--- config.mk ---
export PLATFORM = sky130hd
export DESIGN_NAME = shared_pin_gpio_ports
export DESIGN_NICKNAME = d
export VERILOG_FILES = /design/src/gpio_pkg.sv /design/src/shared_pin_gpio_ports.sv
export SDC_FILE = /design/constraint.sdc
export NUM_CORES = 1
export LEC_CHECK = 0
export BUFFER_PORTS_ARGS = -buffer_cell sky130_fd_sc_hd__buf_2
export CAP_MARGIN = 15
export CORE_MARGIN = 1.5
export CORE_UTILIZATION = 40
export DETAILED_ROUTE_END_ITERATION = 10
export GPL_TIMING_DRIVEN = 0
export PLACE_DENSITY = 0.7
export RECOVER_POWER = 25
export SKIP_CTS_REPAIR_TIMING = 1
export SLEW_MARGIN = 20
export SYNTH_ARGS = -nofsm -noshare
export SYNTH_HDL_FRONTEND = slang
export SYNTH_SLANG_ARGS = --single-unit
export TNS_END_PERCENT = 10
--- constraint.sdc ---
create_clock -name pclk -period 1.7 [get_ports pclk]
set_clock_uncertainty 0.15 [all_clocks]
set_input_delay 0.17 -clock pclk [delete_from_list [all_inputs] [get_ports pclk]]
set_output_delay 0.17 -clock pclk [all_outputs]
set_load 0.05 [all_outputs]
--- src/gpio_pkg.sv ---
// Package: register map, field layouts and carriers for the shared-pin GPIO block
package gpio_pkg;

	// ****************************************
	// Register indexes and byte offsets
	// ****************************************
	// One aligned word per register: byte offset is four times the index
	localparam logic [7:0] port_b_data_idx   = 8'h01;
	localparam logic [7:0] port_c_data_idx   = 8'h02;
	localparam logic [7:0] port_d_data_idx   = 8'h03;
	localparam logic [7:0] port_b_dir_idx    = 8'h04;
	localparam logic [7:0] port_c_dir_idx    = 8'h05;
	localparam logic [7:0] port_d_dir_idx    = 8'h06;
	localparam logic [7:0] port_a_dir_idx    = 8'h09;
	localparam logic [7:0] periph_ctrl_idx   = 8'h0A;
	localparam logic [7:0] analog_chan_idx   = 8'h0B;
	localparam logic [7:0] port_a_pue_idx    = 8'h0D;
	localparam logic [7:0] port_c_pue_idx    = 8'h0E;
	localparam logic [7:0] port_b_data_off   = port_b_data_idx * 8'h04;
	localparam logic [7:0] port_c_data_off   = port_c_data_idx * 8'h04;
	localparam logic [7:0] port_d_data_off   = port_d_data_idx * 8'h04;
	localparam logic [7:0] port_b_dir_off    = port_b_dir_idx * 8'h04;
	localparam logic [7:0] port_c_dir_off    = port_c_dir_idx * 8'h04;
	localparam logic [7:0] port_d_dir_off    = port_d_dir_idx * 8'h04;
	localparam logic [7:0] port_a_pue_off    = port_a_pue_idx * 8'h04;
	localparam logic [7:0] port_c_pue_off    = port_c_pue_idx * 8'h04;
	localparam logic [7:0] port_a_dir_off    = port_a_dir_idx * 8'h04;
	localparam logic [7:0] periph_ctrl_off   = periph_ctrl_idx * 8'h04;
	localparam logic [7:0] analog_chan_off   = analog_chan_idx * 8'h04;

	// ****************************************
	// Field layouts and reset values
	// ****************************************
	localparam int          port_c_width     = 7;
	localparam logic [7:0]  port_c_mask      = 8'h7F;
	localparam logic [7:0]  dir_reset        = 8'h00;
	localparam logic [7:0]  pue_reset        = 8'h00;
	localparam int          ctrl_spi_en_pos  = 0;
	localparam int          ctrl_spi_mst_pos = 1;
	localparam int          ctrl_els_pos     = 2;
	localparam logic [9:0]  ctrl_reset       = 10'h000;
	localparam int          chan_en_pos      = 3;
	localparam logic [3:0]  chan_reset       = 4'h0;
	localparam int          spi_ss_bit       = 0;
	localparam int          spi_miso_bit     = 1;
	localparam int          spi_mosi_bit     = 2;
	localparam int          spi_clk_bit      = 3;
	localparam int          timer_pin_base   = 4;

	// ****************************************
	// Carriers
	// ****************************************
	typedef struct packed {
		logic [7:0] dout;
		logic [7:0] oe;
	} pin_drive_t;

	typedef struct packed {
		logic [3:0] oe;
		logic [3:0] dout;
	} periph_drive_t;

endpackage

--- src/shared_pin_gpio_ports.sv ---
// Shared-pin GPIO logic for ports A (pullups), B, C and D with APB register access
//
// Decided for this implementation: the APB interface to the registers.
`timescale 1ns/1ps
// Notes on behaviour
// RULE1 - Pullups act only on input pins
// RULE2 - Pullup bit one connects, zero disconnects
// RULE3 - Selected analog channel forces its pin input
// RULE4 - Reset leaves data latches untouched
// RULE5 - Direction one drives pin, zero makes input
// RULE6 - Reset clears port B and C direction
// RULE7 - Output pins read back their latch
// RULE8 - Input pins read sampled pin level
// RULE9 - Latch writes accepted regardless of direction
// RULE10 - Input pin write changes latch only
// RULE11 - Port C seven pins, address after B
// RULE12 - Port D shares SPI and timer pins
// RULE13 - Edge/level select gives pin to timer
// RULE14 - SPI disabled returns SPI pins to GPIO
// RULE15 - SPI pins ignore direction, reads still use it
// RULE16 - Software writes latch before setting direction
// RULE17 - Slave select free when SPI off or master
// RULE18 - Owning peripheral drives pin enable and value
module shared_pin_gpio_ports (
	input  wire logic                     pclk,
	input  wire logic                     presetn,
	input  wire logic                     psel,
	input  wire logic                     penable,
	input  wire logic                     pwrite,
	input  wire logic [7:0]               paddr,
	input  wire logic [31:0]              pwdata,
	output logic      [31:0]              prdata,
	output logic                          pready,
	output logic                          pslverr,
	input  wire logic [7:0]               port_b_pin_in,
	input  wire logic [6:0]               port_c_pin_in,
	input  wire logic [7:0]               port_d_pin_in,
	input  wire gpio_pkg::periph_drive_t  spi_drive,
	input  wire gpio_pkg::periph_drive_t  timer_drive,
	output gpio_pkg::pin_drive_t          port_b_drive,
	output gpio_pkg::pin_drive_t          port_c_drive,
	output gpio_pkg::pin_drive_t          port_d_drive,
	output logic      [7:0]               port_a_pullup,
	output logic      [6:0]               port_c_pullup,
	output logic      [7:0]               analog_select,
	output logic      [7:0]               port_d_sync
);

	// ****************************************
	// Pin synchronisers
	// ****************************************
	logic [7:0] b_level;
	logic [6:0] c_level;
	logic [7:0] d_level;

	pin_synchroniser #(
		.width(8)
	) sync_b (
		.pclk(pclk),
		.presetn(presetn),
		.pin_in(port_b_pin_in),
		.pin_level(b_level)
	);

	pin_synchroniser #(
		.width(7)
	) sync_c (
		.pclk(pclk),
		.presetn(presetn),
		.pin_in(port_c_pin_in),
		.pin_level(c_level)
	);

	pin_synchroniser #(
		.width(8)
	) sync_d (
		.pclk(pclk),
		.presetn(presetn),
		.pin_in(port_d_pin_in),
		.pin_level(d_level)
	);

	// ****************************************
	// Data latches, no reset
	// ****************************************
	logic [7:0] port_b_data_latch;
	logic [6:0] port_c_data_latch;
	logic [7:0] port_d_data_latch;
	logic [7:0] next_port_b_data_latch;
	logic [6:0] next_port_c_data_latch;
	logic [7:0] next_port_d_data_latch;

	wire logic wr_en = psel && penable && pwrite;

	always_comb begin
		next_port_b_data_latch = port_b_data_latch;
		next_port_c_data_latch = port_c_data_latch;
		next_port_d_data_latch = port_d_data_latch;
		if (wr_en) begin
			case (paddr)
				gpio_pkg::port_b_data_off: next_port_b_data_latch = pwdata[7:0]; // RULE9 RULE10
				gpio_pkg::port_c_data_off: next_port_c_data_latch = pwdata[6:0]; // RULE9 RULE10
				gpio_pkg::port_d_data_off: next_port_d_data_latch = pwdata[7:0]; // RULE9 RULE10
				default: ;
			endcase
		end
	end

	// Latches keep power-up contents; reset does not touch them
	always_ff @(posedge pclk) begin
		port_b_data_latch <= next_port_b_data_latch; // RULE4
		port_c_data_latch <= next_port_c_data_latch; // RULE4
		port_d_data_latch <= next_port_d_data_latch; // RULE4
	end

	// ****************************************
	// Control registers
	// ****************************************
	logic [7:0] port_a_direction;
	logic [7:0] port_b_direction;
	logic [6:0] port_c_direction;
	logic [7:0] port_d_direction;
	logic [7:0] port_a_pullup_enable;
	logic [6:0] port_c_pullup_enable;
	logic [9:0] periph_ctrl;
	logic [3:0] analog_chan;
	logic [7:0] next_port_a_direction;
	logic [7:0] next_port_b_direction;
	logic [6:0] next_port_c_direction;
	logic [7:0] next_port_d_direction;
	logic [7:0] next_port_a_pullup_enable;
	logic [6:0] next_port_c_pullup_enable;
	logic [9:0] next_periph_ctrl;
	logic [3:0] next_analog_chan;

	always_comb begin
		next_port_a_direction     = port_a_direction;
		next_port_b_direction     = port_b_direction;
		next_port_c_direction     = port_c_direction;
		next_port_d_direction     = port_d_direction;
		next_port_a_pullup_enable = port_a_pullup_enable;
		next_port_c_pullup_enable = port_c_pullup_enable;
		next_periph_ctrl          = periph_ctrl;
		next_analog_chan          = analog_chan;
		if (wr_en) begin
			case (paddr)
				gpio_pkg::port_a_dir_off: next_port_a_direction     = pwdata[7:0];
				gpio_pkg::port_b_dir_off: next_port_b_direction     = pwdata[7:0];
				gpio_pkg::port_c_dir_off: next_port_c_direction     = pwdata[6:0];
				gpio_pkg::port_d_dir_off: next_port_d_direction     = pwdata[7:0];
				gpio_pkg::port_a_pue_off: next_port_a_pullup_enable = pwdata[7:0];
				gpio_pkg::port_c_pue_off: next_port_c_pullup_enable = pwdata[6:0];
				gpio_pkg::periph_ctrl_off: next_periph_ctrl         = pwdata[9:0];
				gpio_pkg::analog_chan_off: next_analog_chan         = pwdata[3:0];
				default: ;
			endcase
		end
	end

	always_ff @(posedge pclk or negedge presetn) begin
		if (!presetn) begin
			port_a_direction     <= gpio_pkg::dir_reset;
			port_b_direction     <= gpio_pkg::dir_reset; // RULE6
			port_c_direction     <= gpio_pkg::dir_reset[6:0]; // RULE6
			port_d_direction     <= gpio_pkg::dir_reset;
			port_a_pullup_enable <= gpio_pkg::pue_reset;
			port_c_pullup_enable <= gpio_pkg::pue_reset[6:0];
			periph_ctrl          <= gpio_pkg::ctrl_reset;
			analog_chan          <= gpio_pkg::chan_reset;
		end else begin
			port_a_direction     <= next_port_a_direction;
			port_b_direction     <= next_port_b_direction;
			port_c_direction     <= next_port_c_direction;
			port_d_direction     <= next_port_d_direction;
			port_a_pullup_enable <= next_port_a_pullup_enable;
			port_c_pullup_enable <= next_port_c_pullup_enable;
			periph_ctrl          <= next_periph_ctrl;
			analog_chan          <= next_analog_chan;
		end
	end

	// ****************************************
	// Pin ownership
	// ****************************************
	wire logic       spi_enable_bit        = periph_ctrl[gpio_pkg::ctrl_spi_en_pos];
	wire logic       spi_master_select_bit = periph_ctrl[gpio_pkg::ctrl_spi_mst_pos];
	wire logic [7:0] timer_edge_level_select = periph_ctrl[gpio_pkg::ctrl_els_pos +: 8];

	logic [7:0] d_owned;
	logic [7:0] d_periph_oe;
	logic [7:0] d_periph_out;
	logic [7:0] b_analog;

	always_comb begin
		d_owned = 8'h00;
		d_owned[gpio_pkg::spi_ss_bit]   = spi_enable_bit && !spi_master_select_bit; // RULE17
		d_owned[gpio_pkg::spi_miso_bit] = spi_enable_bit; // RULE14
		d_owned[gpio_pkg::spi_mosi_bit] = spi_enable_bit; // RULE14
		d_owned[gpio_pkg::spi_clk_bit]  = spi_enable_bit; // RULE14
		for (int i = 0; i < 4; i++) begin
			// Field 00 leaves the pin to the port
			d_owned[gpio_pkg::timer_pin_base + i] = |timer_edge_level_select[2*i +: 2]; // RULE12 RULE13
		end
		d_periph_oe  = {timer_drive.oe, spi_drive.oe};
		d_periph_out = {timer_drive.dout, spi_drive.dout};
		b_analog = 8'h00;
		if (analog_chan[gpio_pkg::chan_en_pos]) begin
			b_analog[analog_chan[2:0]] = 1'b1; // RULE3
		end
	end

	// ****************************************
	// Pin drive, registered
	// ****************************************
	gpio_pkg::pin_drive_t next_port_b_drive;
	gpio_pkg::pin_drive_t next_port_c_drive;
	gpio_pkg::pin_drive_t next_port_d_drive;
	logic [7:0]           next_port_a_pullup;
	logic [6:0]           next_port_c_pullup;

	always_comb begin
		next_port_b_drive.dout = port_b_data_latch;
		next_port_b_drive.oe   = port_b_direction & ~b_analog; // RULE3 RULE5
		next_port_c_drive.dout = {1'b0, port_c_data_latch};
		next_port_c_drive.oe   = {1'b0, port_c_direction}; // RULE5 RULE11
		for (int i = 0; i < 8; i++) begin
			next_port_d_drive.dout[i] = d_owned[i] ? d_periph_out[i] : port_d_data_latch[i]; // RULE18
			next_port_d_drive.oe[i]   = d_owned[i] ? d_periph_oe[i] : port_d_direction[i]; // RULE15 RULE18
		end
		next_port_a_pullup = port_a_pullup_enable & ~port_a_direction; // RULE1 RULE2
		next_port_c_pullup = port_c_pullup_enable & ~port_c_direction; // RULE1 RULE2
	end

	always_ff @(posedge pclk or negedge presetn) begin
		if (!presetn) begin
			port_b_drive  <= '0;
			port_c_drive  <= '0;
			port_d_drive  <= '0;
			port_a_pullup <= '0;
			port_c_pullup <= '0;
			analog_select <= '0;
			port_d_sync   <= '0;
		end else begin
			port_b_drive  <= next_port_b_drive;
			port_c_drive  <= next_port_c_drive;
			port_d_drive  <= next_port_d_drive;
			port_a_pullup <= next_port_a_pullup;
			port_c_pullup <= next_port_c_pullup;
			analog_select <= b_analog;
			// Peripherals see the synchronised level of their own pins
			port_d_sync   <= d_level;
		end
	end

	// ****************************************
	// APB read path
	// ****************************************
	logic [7:0] b_read;
	logic [6:0] c_read;
	logic [7:0] d_read;

	dir_read_select #(
		.width(8)
	) read_b (
		.direction(port_b_direction),
		.latch(port_b_data_latch),
		.level(b_level),
		.read_value(b_read)
	);

	dir_read_select #(
		.width(7)
	) read_c (
		.direction(port_c_direction),
		.latch(port_c_data_latch),
		.level(c_level),
		.read_value(c_read)
	);

	dir_read_select #(
		.width(8)
	) read_d (
		.direction(port_d_direction),
		.latch(port_d_data_latch),
		.level(d_level),
		.read_value(d_read)
	);

	logic [31:0] next_prdata;
	logic        next_pslverr;
	logic        known;

	// Reads use the direction bit even for pins a peripheral owns
	always_comb begin
		next_prdata  = 32'h0000_0000;
		known        = 1'b1;
		case (paddr)
			gpio_pkg::port_b_data_off: next_prdata[7:0] = b_read; // RULE7 RULE8
			gpio_pkg::port_c_data_off: next_prdata[6:0] = c_read; // RULE7 RULE8 RULE11
			gpio_pkg::port_d_data_off: next_prdata[7:0] = d_read; // RULE15
			gpio_pkg::port_a_dir_off: next_prdata[7:0] = port_a_direction;
			gpio_pkg::port_b_dir_off: next_prdata[7:0] = port_b_direction;
			gpio_pkg::port_c_dir_off: next_prdata[6:0] = port_c_direction;
			gpio_pkg::port_d_dir_off: next_prdata[7:0] = port_d_direction;
			gpio_pkg::port_a_pue_off: next_prdata[7:0] = port_a_pullup_enable;
			gpio_pkg::port_c_pue_off: next_prdata[6:0] = port_c_pullup_enable;
			gpio_pkg::periph_ctrl_off: next_prdata[9:0] = periph_ctrl;
			gpio_pkg::analog_chan_off: next_prdata[3:0] = analog_chan;
			default: known = 1'b0;
		endcase
		if (!(psel && !penable) || pwrite) begin
			next_prdata = prdata;
		end
		next_pslverr = psel && !penable && !known;
	end

	// One wait-free access: data captured in setup, presented in access
	always_ff @(posedge pclk or negedge presetn) begin
		if (!presetn) begin
			prdata  <= '0;
			pready  <= 1'b0;
			pslverr <= 1'b0;
		end else begin
			prdata  <= next_prdata;
			pready  <= psel && !penable;
			pslverr <= next_pslverr;
		end
	end

endmodule

// ****************************************
// Two-flop pin synchroniser
// ****************************************
// Only the second stage is read; the first may still be settling
module pin_synchroniser #(
	parameter int width = 8
) (
	input  wire logic             pclk,
	input  wire logic             presetn,
	input  wire logic [width-1:0] pin_in,
	output logic      [width-1:0] pin_level
);

	logic [width-1:0] meta;
	logic [width-1:0] next_meta;
	logic [width-1:0] next_pin_level;

	always_comb begin
		next_meta      = pin_in;
		next_pin_level = meta;
	end

	always_ff @(posedge pclk or negedge presetn) begin
		if (!presetn) begin
			meta      <= '0;
			pin_level <= '0;
		end else begin
			meta      <= next_meta;
			pin_level <= next_pin_level;
		end
	end

endmodule

// ****************************************
// Direction-steered read selector
// ****************************************
// Output pins give back the latch, input pins the synchronised level
module dir_read_select #(
	parameter int width = 8
) (
	input  wire logic [width-1:0] direction,
	input  wire logic [width-1:0] latch,
	input  wire logic [width-1:0] level,
	output logic      [width-1:0] read_value
);

	always_comb begin
		read_value = (direction & latch) | (~direction & level); // RULE7 RULE8
	end

endmodule

==> results of run 1 <==
[per-stage QoR]
| step | TNS, ns | area (um2) | util |
|---|---|---|---|
| after detailed placement | -37.49 | 9530 | 0.469 |
| final | -0.0825 | 10900 | 0.535 |
| after CTS | -4.95 | 10300 | 0.508 |
| after global routing | -4.50 | 10900 | 0.535 |
| after floorplan | 0 | 8380 | - |
| after global placement | -604.60 | 9460 | 0.466 |
[Yosys cell counts, types with 2 or more instances]
library cell  instances  share of area
dfrtp_1             195           0.59
mux2_2               59          0.080
buf_4                29          0.026
nor2_1               29          0.013
nand2_1              26          0.012
nor2b_1              26          0.020
edfxtp_1             23          0.083
mux2_1               19          0.026
mux2i_1              16          0.019
a22oi_1              12          0.011
a21oi_1               9         0.0054
a211oi_1              8         0.0072
mux2_4                8          0.014
o21ai_0               8         0.0048
nand3_1               7         0.0042
buf_2                 6         0.0036
nand2b_1              5         0.0038
nor3_1                5         0.0030
o22ai_1               5         0.0038
a221oi_1              4         0.0042
a311oi_1              4         0.0042
and3_1                4         0.0030
nor2_4                4         0.0054
a32o_1                3         0.0036
a32oi_1               3         0.0032
clkbuf_1              3         0.0014
nand3b_1              3         0.0027
and4bb_2              2         0.0030
inv_1                 2        0.00091
mux4_2                2         0.0054
nand3_2               2         0.0024
nor2_2                2         0.0015
nor3b_1               2         0.0018
nor4b_4               2         0.0057
[worst register-to-register path: stages, from the launching register on]
cell	delay [ns]
dfrtp_1	0.32
clkbuf_1	0.49
nor2b_1	0.30
mux2_2	0.36
[layout make-up]
type                       instances  area, um2
antenna                            3       7.51
clock inverter                    12        145
timing repair buffer             202       1310
clock buffer                      31        637
sequential                       218       5570
buffer                            38        259
tap                              270        338
fill                            1733       9440
inverter                           2       7.51
multi-input combinational        322       2590
[per-layer routing]
| layer | GRT usage | wire length, um | vias to the layer above |
|---|---|---|---|
| li1 | - | - | 2467 |
| met1 | 0.280 | 9110 | 2754 |
| met2 | 0.293 | 9840 | 243 |
| met3 | 0.0407 | 1560 | 48 |
| met4 | 0.0640 | 577 | 2 |
| met5 | 0 | 7 | - |
[registers in the layout (all words and copies together), names as in the netlist, 8 cells and up]
signal	cells
port_b_drive	16
port_d_drive	16
port_c_drive	14
periph_ctrl	10
prdata	10
analog_select	8
port_a_direction	8
port_a_pullup	8
port_a_pullup_enable	8
port_b_data_latch	8
port_b_direction	8
port_d_data_latch	8
port_d_direction	8
port_d_sync	8
sync_b.meta	8
sync_b.pin_level	8
sync_d.meta	8
sync_d.pin_level	8
[cells in the final DEF, fill, tap and decap left out, types with 16 or more instances in the layout]
| cell | n |
|---|---|
| buf_2 | 149 |
| dfrtp_1 | 193 |
| mux2_1 | 19 |
| edfxtp_1 | 23 |
| conb_1 | 24 |
| mux2_2 | 56 |
| nor2_1 | 25 |
| nor2b_1 | 26 |
| dlygate4sd3_1 | 51 |
| mux2i_1 | 16 |
| buf_4 | 29 |
| clkbuf_16 | 24 |
| nand2_1 | 26 |
[cell families (layout without fill, tap and decap cells)]
| group | Yosys count | count (layout) | share of synthesized area |
|---|---|---|---|
| compound gates | 65 | 65 | 0.0569 |
| buf+inv | 40 | 285 | 0.0321 |
| flops | 218 | 218 | 0.672 |
| mux | 104 | 104 | 0.145 |
| other cells | 1 | 27 | 0.000452 |
| simple gates | 129 | 129 | 0.0937 |
[final timing paths]
kind                            slack, ns           start  cells after the start                  end
worst min register to register       0.19  sync_b.meta[3]                      0  sync_b.pin_level[3]
worst min-delay path                 0.02          pwrite                      4            prdata[8]
min in group asynchronous            0.25         presetn                      2       port_d_sync[0]
max in group asynchronous            0.20         presetn                      3  port_d_direction[2]
worst max register to register      -0.03  periph_ctrl[0]                      3      port_d_drive[8]
worst max-delay path                -0.03  periph_ctrl[0]                      3      port_d_drive[8]
[report_power, final]
part	switching [uW]	internal, uW
Clock	2010	3100
Sequential	57.0	5380
Combinational	598	314
==> key figures, run 1 <==
Status
  – Status: finished, violations left
  – Failing checks: negative setup slack

GRT
  – Number of global-route vias before repair: 5244
  – GR Util All Layers: 0.194
  – Global-route wire length before repair: 31600 um
  – Gr ovfl total: 0
  – Pin count of the biggest net entering global routing: 84
  – Antenna violations before repair: 4

Synth
  – Synth Warn #: 0
  – Yosys reg bits: 218
  – Post-synth ARST share: 0.894
  – Post-synth cell types: 54
  – Top FF cell, synth: dfrtp_1
  – Average size of a mapped cell: 14.9 um2
  – Post-synth EDFFs: 23
  – Gate Count Post-Synth: 557
  – Seq/Total Area, Yosys: 0.672
  – Mapped cell area: 0.00829 mm2

Timing
  – Slew @ Worst Pin: 1.06 ns
  – Final setup viols: 3
  – FMAX: 577 MHz
  – Max Slew Vio Count: 0
  – Final hold violations: 0
  – Worst setup margin: -0.0325 ns
  – Max-slew headroom: 0.296
  – Final min period: 1.73 ns
  – Crit share post-route: 1.02
  – RSZ-0062 raised after global routing: true
  – WHS: 0.0227 ns

Critical path
  – CP Class: reg -> reg
  – Cell class contributing the biggest share of worst-path delay: buffers and inverters
  – Crit path arrival time: 1.98 ns
  – Critical path required time: 1.95 ns
  – Max incr delay on CP: 0.49 ns
  – Worst-path fanout max: 9
  – Slowest CP cell: clkbuf_1
  – Crit end category: flop
  – Buf/Inv on CP: 1
  – Crit-path cells: clkbuf_1 -> nor2b_1 -> mux2_2
  – Worst setup SP type: flop

Place
  – Routability-driven placement congestion ratio: 0.915
  – DP Wirelength: 14300 um
  – Quantity of I/O buffers inserted on ports: 149
  – Dpl cells: 1001
  – Setup WS pre-CTS: -0.801 ns

Clock network
  – CTS sink count: 218
  – Clock Tree Buf Depth: 3
  – CTS Buf Count: 24
  – Root buffer cell: clkbuf_16
  – H-tree Lvls: 1
  – Clock transition at path regs: 0.06 ns
  – CTS tree: done
  – Clk Latency, worst-skew pair: 0.52 ns

Final layout
  – Final #Nets: 892
  – Layout cells sized above 1: 0.378
  – Area Overhead vs Synth: 31.0%
  – Layout Cells excl Fill: 1098

Routing
  – Antenna-violating nets left: 0
  – WL/cell: 19.2 um
  – Detailed Routing Iterations Pass 1: 5
  – Vias: 5514
  – 1st-iter DRT viols: 372
  – Vias per inst: 5.02
  – Routed WL: 21100 um
  – Final routed DRC violation total: 0

Power
  – Pwr Density: 1060 mW/mm2
  – Leakage: 0.00522 uW
  – Total power: 11500 uW
  – Peak VDD IR: 0.000695 V

Floorplan
  – Num rows: 52
  – Initial cell density of the core: 0.409
  – Die area: 0.0216 mm2
  – Core Area: 0.0203 mm2
  – IO Pins: 197
  – Die Height: 147 um
  – Die X: 147 um

Run
  – Max Cap Viol: 0

Hold path
  – Hold/Removal Path Class: in -> reg
Power figures use the tool's default switching activity.
==> inputs of run 2 (changes only) <==
--- a/config.mk
+++ b/config.mk
@@ -12,7 +12,7 @@
 export DETAILED_ROUTE_END_ITERATION = 10
 export GPL_TIMING_DRIVEN = 0
 export PLACE_DENSITY = 0.7
-export RECOVER_POWER = 25
+export RECOVER_POWER = 100
 export SKIP_CTS_REPAIR_TIMING = 1
 export SLEW_MARGIN = 20
 export SYNTH_ARGS = -nofsm -noshare
==> key figures, run 2 (synthesized netlist as in run 1, its figures left out) <==
Status
  – Status: finished, violations left
  – Failing checks: negative setup slack

GRT
  – Pin count of the biggest net entering global routing: 84
  – Number of global-route vias before repair: 5244
  – Gr ovfl total: 0
  – Antenna violations before repair: 3
  – Global-route wire length before repair: 31600 um
  – GR Util All Layers: 0.194

Floorplan
  – Die area: 0.0216 mm2
  – Die Height: 147 um
  – IO Pins: 197
  – Num rows: 52
  – Die X: 147 um
  – Core Area: 0.0203 mm2
  – Initial cell density of the core: 0.409

Place
  – Quantity of I/O buffers inserted on ports: 149
  – DP Wirelength: 14300 um
  – Routability-driven placement congestion ratio: 0.915

Final layout
  – # diodes: 0
  – Commonest non-fill, non-tap cell in the layout: dfrtp_1
  – Layout cells sized above 1: 0.361
  – Top flop regs: port_b_drive (16), port_d_drive (16), port_c_drive (14)
  – Area Overhead vs Synth: 30.2%
  – Commonest cells after routing, fill and taps aside: dfrtp_1, clkbuf_2, mux2_2
  – Final #Nets: 892

Critical path
  – Crit path arrival time: 1.98 ns
  – Crit end category: flop
  – Crit-path cells: clkbuf_1 -> nor2b_1 -> mux2_2
  – CP Class: reg -> reg
  – Worst setup SP type: flop
  – Worst-path fanout max: 9
  – Slowest CP cell: clkbuf_1
  – Critical path required time: 1.95 ns
  – Buf/Inv on CP: 1
  – Max incr delay on CP: 0.49 ns
  – Cell class contributing the biggest share of worst-path delay: buffers and inverters

Routing
  – Routed WL: 21100 um
  – Vias per inst: 5.02
  – Antenna-violating nets left: 0
  – WL/cell: 19.3 um
  – Final routed DRC violation total: 0
  – Vias: 5493
  – 1st-iter DRT viols: 418
  – Detailed Routing Iterations Pass 1: 7

Power
  – Total power: 11500 uW
  – Pwr Density: 1060 mW/mm2
  – Leakage: 0.00513 uW
  – Peak VDD IR: 0.000693 V

Clock network
  – CTS sink count: 218
  – Clock transition at path regs: 0.06 ns
  – CTS Buf Count: 24
  – Root buffer cell: clkbuf_16
  – CTS tree: done
  – H-tree Lvls: 1
  – Clk Latency, worst-skew pair: 0.52 ns
  – Clock Tree Buf Depth: 3

Run
  – Max Cap Viol: 0

Timing
  – Max Slew Vio Count: 0
  – Final min period: 1.73 ns
  – Crit share post-route: 1.02
  – Final hold violations: 0
  – FMAX: 578 MHz
  – Worst setup margin: -0.0316 ns
  – Final setup viols: 16
  – Max-slew headroom: 0.308
  – RSZ-0062 raised after global routing: true
  – Setup tns final: -0.282 ns
  – Slew @ Worst Pin: 1.04 ns

Hold path
  – Hold/Removal Path Class: in -> reg
run 2: changes by cell type in the layout (fill, tap and decap cells not counted), moves of 2 or more:
cell,before,now
clkbuf_2,1,94
clkbuf_1,14,19
buf_2,149,52
diode_2,3,0
buf_4,29,27
mux2_4,11,4
mux2_1,19,27
run 2: metrics by stage:
step / util / cell area (um2) / worst slack [ns] / hold WS, ns / std cells
CTS: 0.508 / 10300 / -0.300 / -0.618 / 1044
finish: 0.532 / 10800 / -0.0316 / 0.0256 / 1095
global placement: 0.466 / 9460 / -2.92 / 0.128 / 999
floorplan: - / 8380 / 0.0209 / -0.276 / 580
detailed placement: 0.469 / 9530 / -0.801 / -0.0742 / 1001
global route: 0.532 / 10800 / -0.134 / 0.0457 / 1095
run 2: final timing paths:
kind | startpoint | end | slack, ns | cells past startpoint
max reg2reg | periph_ctrl[0] | port_d_drive[8] | -0.03 | 3
min | pwrite | prdata[8] | 0.03 | 4
min in group asynchronous | presetn | sync_d.pin_level[0] | 0.24 | 2
max in group asynchronous | presetn | sync_d.pin_level[5] | 0.20 | 3
max | periph_ctrl[0] | port_d_drive[8] | -0.03 | 3
min reg2reg | sync_b.meta[3] | sync_b.pin_level[3] | 0.19 | 0
run 2: area by class of cell:
cell class / count / area, um2
Clock buffer: 31 / 637
Buffer: 38 / 256
Tap cell: 270 / 338
Fill cell: 1747 / 9500
Multi-Input combinational cell: 322 / 2550
Clock inverter: 12 / 145
Timing Repair Buffer: 202 / 1290
Inverter: 2 / 7.51
Sequential cell: 218 / 5570
run 2: worst register-to-register path: cells and delay by family, from the launching register on:
family / cells / cell delay [ns]
multiplexers: 1 / 0.36
buffers and inverters: 1 / 0.49
AND/OR/NAND/NOR: 1 / 0.30
flip-flops: 1 / 0.32
run 2: power by group:
part / switching (uW) / internal [uW] / total [uW]
logic: 596 / 305 / 902
clock network: 2010 / 3100 / 5110
registers: 58.7 / 5380 / 5440
run 2: layer usage:
metal	up-vias	track usage	wire, um
li1	2467	-	-
met4	2	0.0640	592
met2	249	0.293	9840
met5	-	0	7
met3	50	0.0407	1600
met1	2725	0.280	9040
==> inputs of run 3 (changes only) <==
--- a/config.mk
+++ b/config.mk
@@ -11,6 +11,7 @@
 export CORE_UTILIZATION = 40
 export DETAILED_ROUTE_END_ITERATION = 10
 export GPL_TIMING_DRIVEN = 0
+export HOLD_SLACK_MARGIN = 0.06
 export PLACE_DENSITY = 0.7
 export RECOVER_POWER = 100
 export SKIP_CTS_REPAIR_TIMING = 1
==> key figures, run 3 (synthesized netlist as in run 1, its figures left out) <==
Floorplan
  – Die area: 0.0216 mm2
  – Num rows: 52
  – Die X: 147 um
  – Die Height: 147 um
  – Core Area: 0.0203 mm2
  – Initial cell density of the core: 0.409
  – IO Pins: 197

Timing
  – Max Slew Vio Count: 0
  – Slew @ Worst Pin: 1.03 ns
  – Final min period: 1.74 ns
  – FMAX: 576 MHz
  – RSZ-0062 raised after global routing: true
  – Final hold violations: 0
  – Max-slew headroom: 0.314
  – Worst setup margin: -0.0355 ns
  – Crit share post-route: 1.02
  – Final setup viols: 12

Run
  – Max Cap Viol: 0

Power
  – Leakage: 0.00515 uW
  – Pwr Density: 1060 mW/mm2
  – Peak VDD IR: 0.000691 V

Routing
  – Final routed DRC violation total: 0
  – Vias: 5542
  – 1st-iter DRT viols: 366
  – Detailed Routing Iterations Pass 1: 5
  – WL/cell: 19.3 um
  – Routed WL: 21200 um
  – Vias per inst: 5.04
  – Antenna-violating nets left: 0

Critical path
  – Critical path required time: 1.95 ns
  – Crit-path cells: mux2_4 -> mux4_2 -> a21oi_2 -> a21oi_1
  – Crit end category: flop
  – Max incr delay on CP: 0.47 ns
  – CP Class: reg -> reg
  – Crit path arrival time: 1.99 ns
  – Worst setup SP type: flop
  – Worst-path fanout max: 5
  – Slowest CP cell: mux4_2

Final layout
  – Filler instances: 1744
  – Layout cells sized above 1: 0.359
  – Commonest cells after routing, fill and taps aside: dfrtp_1, clkbuf_2, mux2_2, dlygate4sd3_1, buf_2
  – Final #Nets: 896
  – Area Overhead vs Synth: 30.7%
  – # diodes: 0
  – Final core utilization: 0.534
  – Commonest non-fill, non-tap cell in the layout: dfrtp_1
  – Top flop regs: port_b_drive (16), port_d_drive (16), port_c_drive (14)

Clock network
  – H-tree Lvls: 1
  – CTS sink count: 218
  – Clk Latency, worst-skew pair: 0.52 ns
  – CTS tree: done
  – Root buffer cell: clkbuf_16
  – CTS Buf Count: 24
  – Clock transition at path regs: 0.06 ns
  – Clock Tree Buf Depth: 3

Hold path
  – Hold/Removal Path Class: in -> reg

Place
  – Quantity of I/O buffers inserted on ports: 149
  – Routability-driven placement congestion ratio: 0.915
  – DP Wirelength: 14300 um
  – Setup WS pre-CTS: -0.801 ns

GRT
  – Global-route wire length before repair: 31600 um
  – Number of global-route vias before repair: 5244
  – Antenna violations before repair: 3
  – Pin count of the biggest net entering global routing: 84
  – GR Util All Layers: 0.194
  – Gr ovfl total: 0

Status
  – Status: finished, violations left
  – Failing checks: negative setup slack
[run 3: cell types whose count changed in the layout (fill, tap and decap cells not counted)]
cell           before  now
dlygate4sd3_1      51   55
[run 3: path summary, 6_finish.rpt]
kind | startpoint | endpoint | slack [ns] | cells after the start
setup / recovery | port_c_direction[5] | prdata[5] | -0.04 | 4
hold / removal | pwrite | prdata[7] | 0.06 | 3
setup reg to reg | port_c_direction[5] | prdata[5] | -0.04 | 4
hold reg to reg | sync_b.meta[3] | sync_b.pin_level[3] | 0.19 | 0
max in group asynchronous | presetn | port_c_pullup_enable[5] | 0.22 | 3
min in group asynchronous | presetn | sync_d.pin_level[0] | 0.24 | 2
[run 3: stage by stage]
step	cell area, um2	instances	setup TNS [ns]	power [uW]	hold WS (ns)
global route	10800	1099	-4.78	11900	0.0836
CTS	10300	1044	-4.95	11500	-0.618
finish	10800	1099	-0.215	11500	0.0554
floorplan	8380	580	0	6010	-0.276
global placement	9460	999	-604.60	6330	0.128
detailed placement	9530	1001	-37.49	6360	-0.0742
[run 3: area by class of cell]
cell class | count | area (um2) | share of cell area
repair buffers | 206 | 1330 | 0.123
clock buffers | 31 | 637 | 0.0588
flip-flops and latches | 218 | 5570 | 0.514
multi-input cells | 322 | 2550 | 0.235
plain buffers | 38 | 256 | 0.0237
clock inverters | 12 | 145 | 0.0134
inverters | 2 | 7.51 | 0.000693
well taps | 270 | 338 | 0.0312
[run 3: worst max-delay path: cells and delay by family, from the launching register on]
| kind | cells | cell delay, ns |
|---|---|---|
| muxes | 2 | 0.79 |
| AOI/OAI and AO/OA | 2 | 0.21 |
| DFF | 1 | 0.46 |
[run 3: routing by layer]
layer	GRT usage	routed length (um)
met1	0.280	9030
met2	0.293	9830
met3	0.0407	1710
met4	0.0640	672
met5	0	7
[run 3: power by group]
group          internal (uW)  switching, uW
clock network           3100           2010
registers               5380           58.5
logic                    310            599
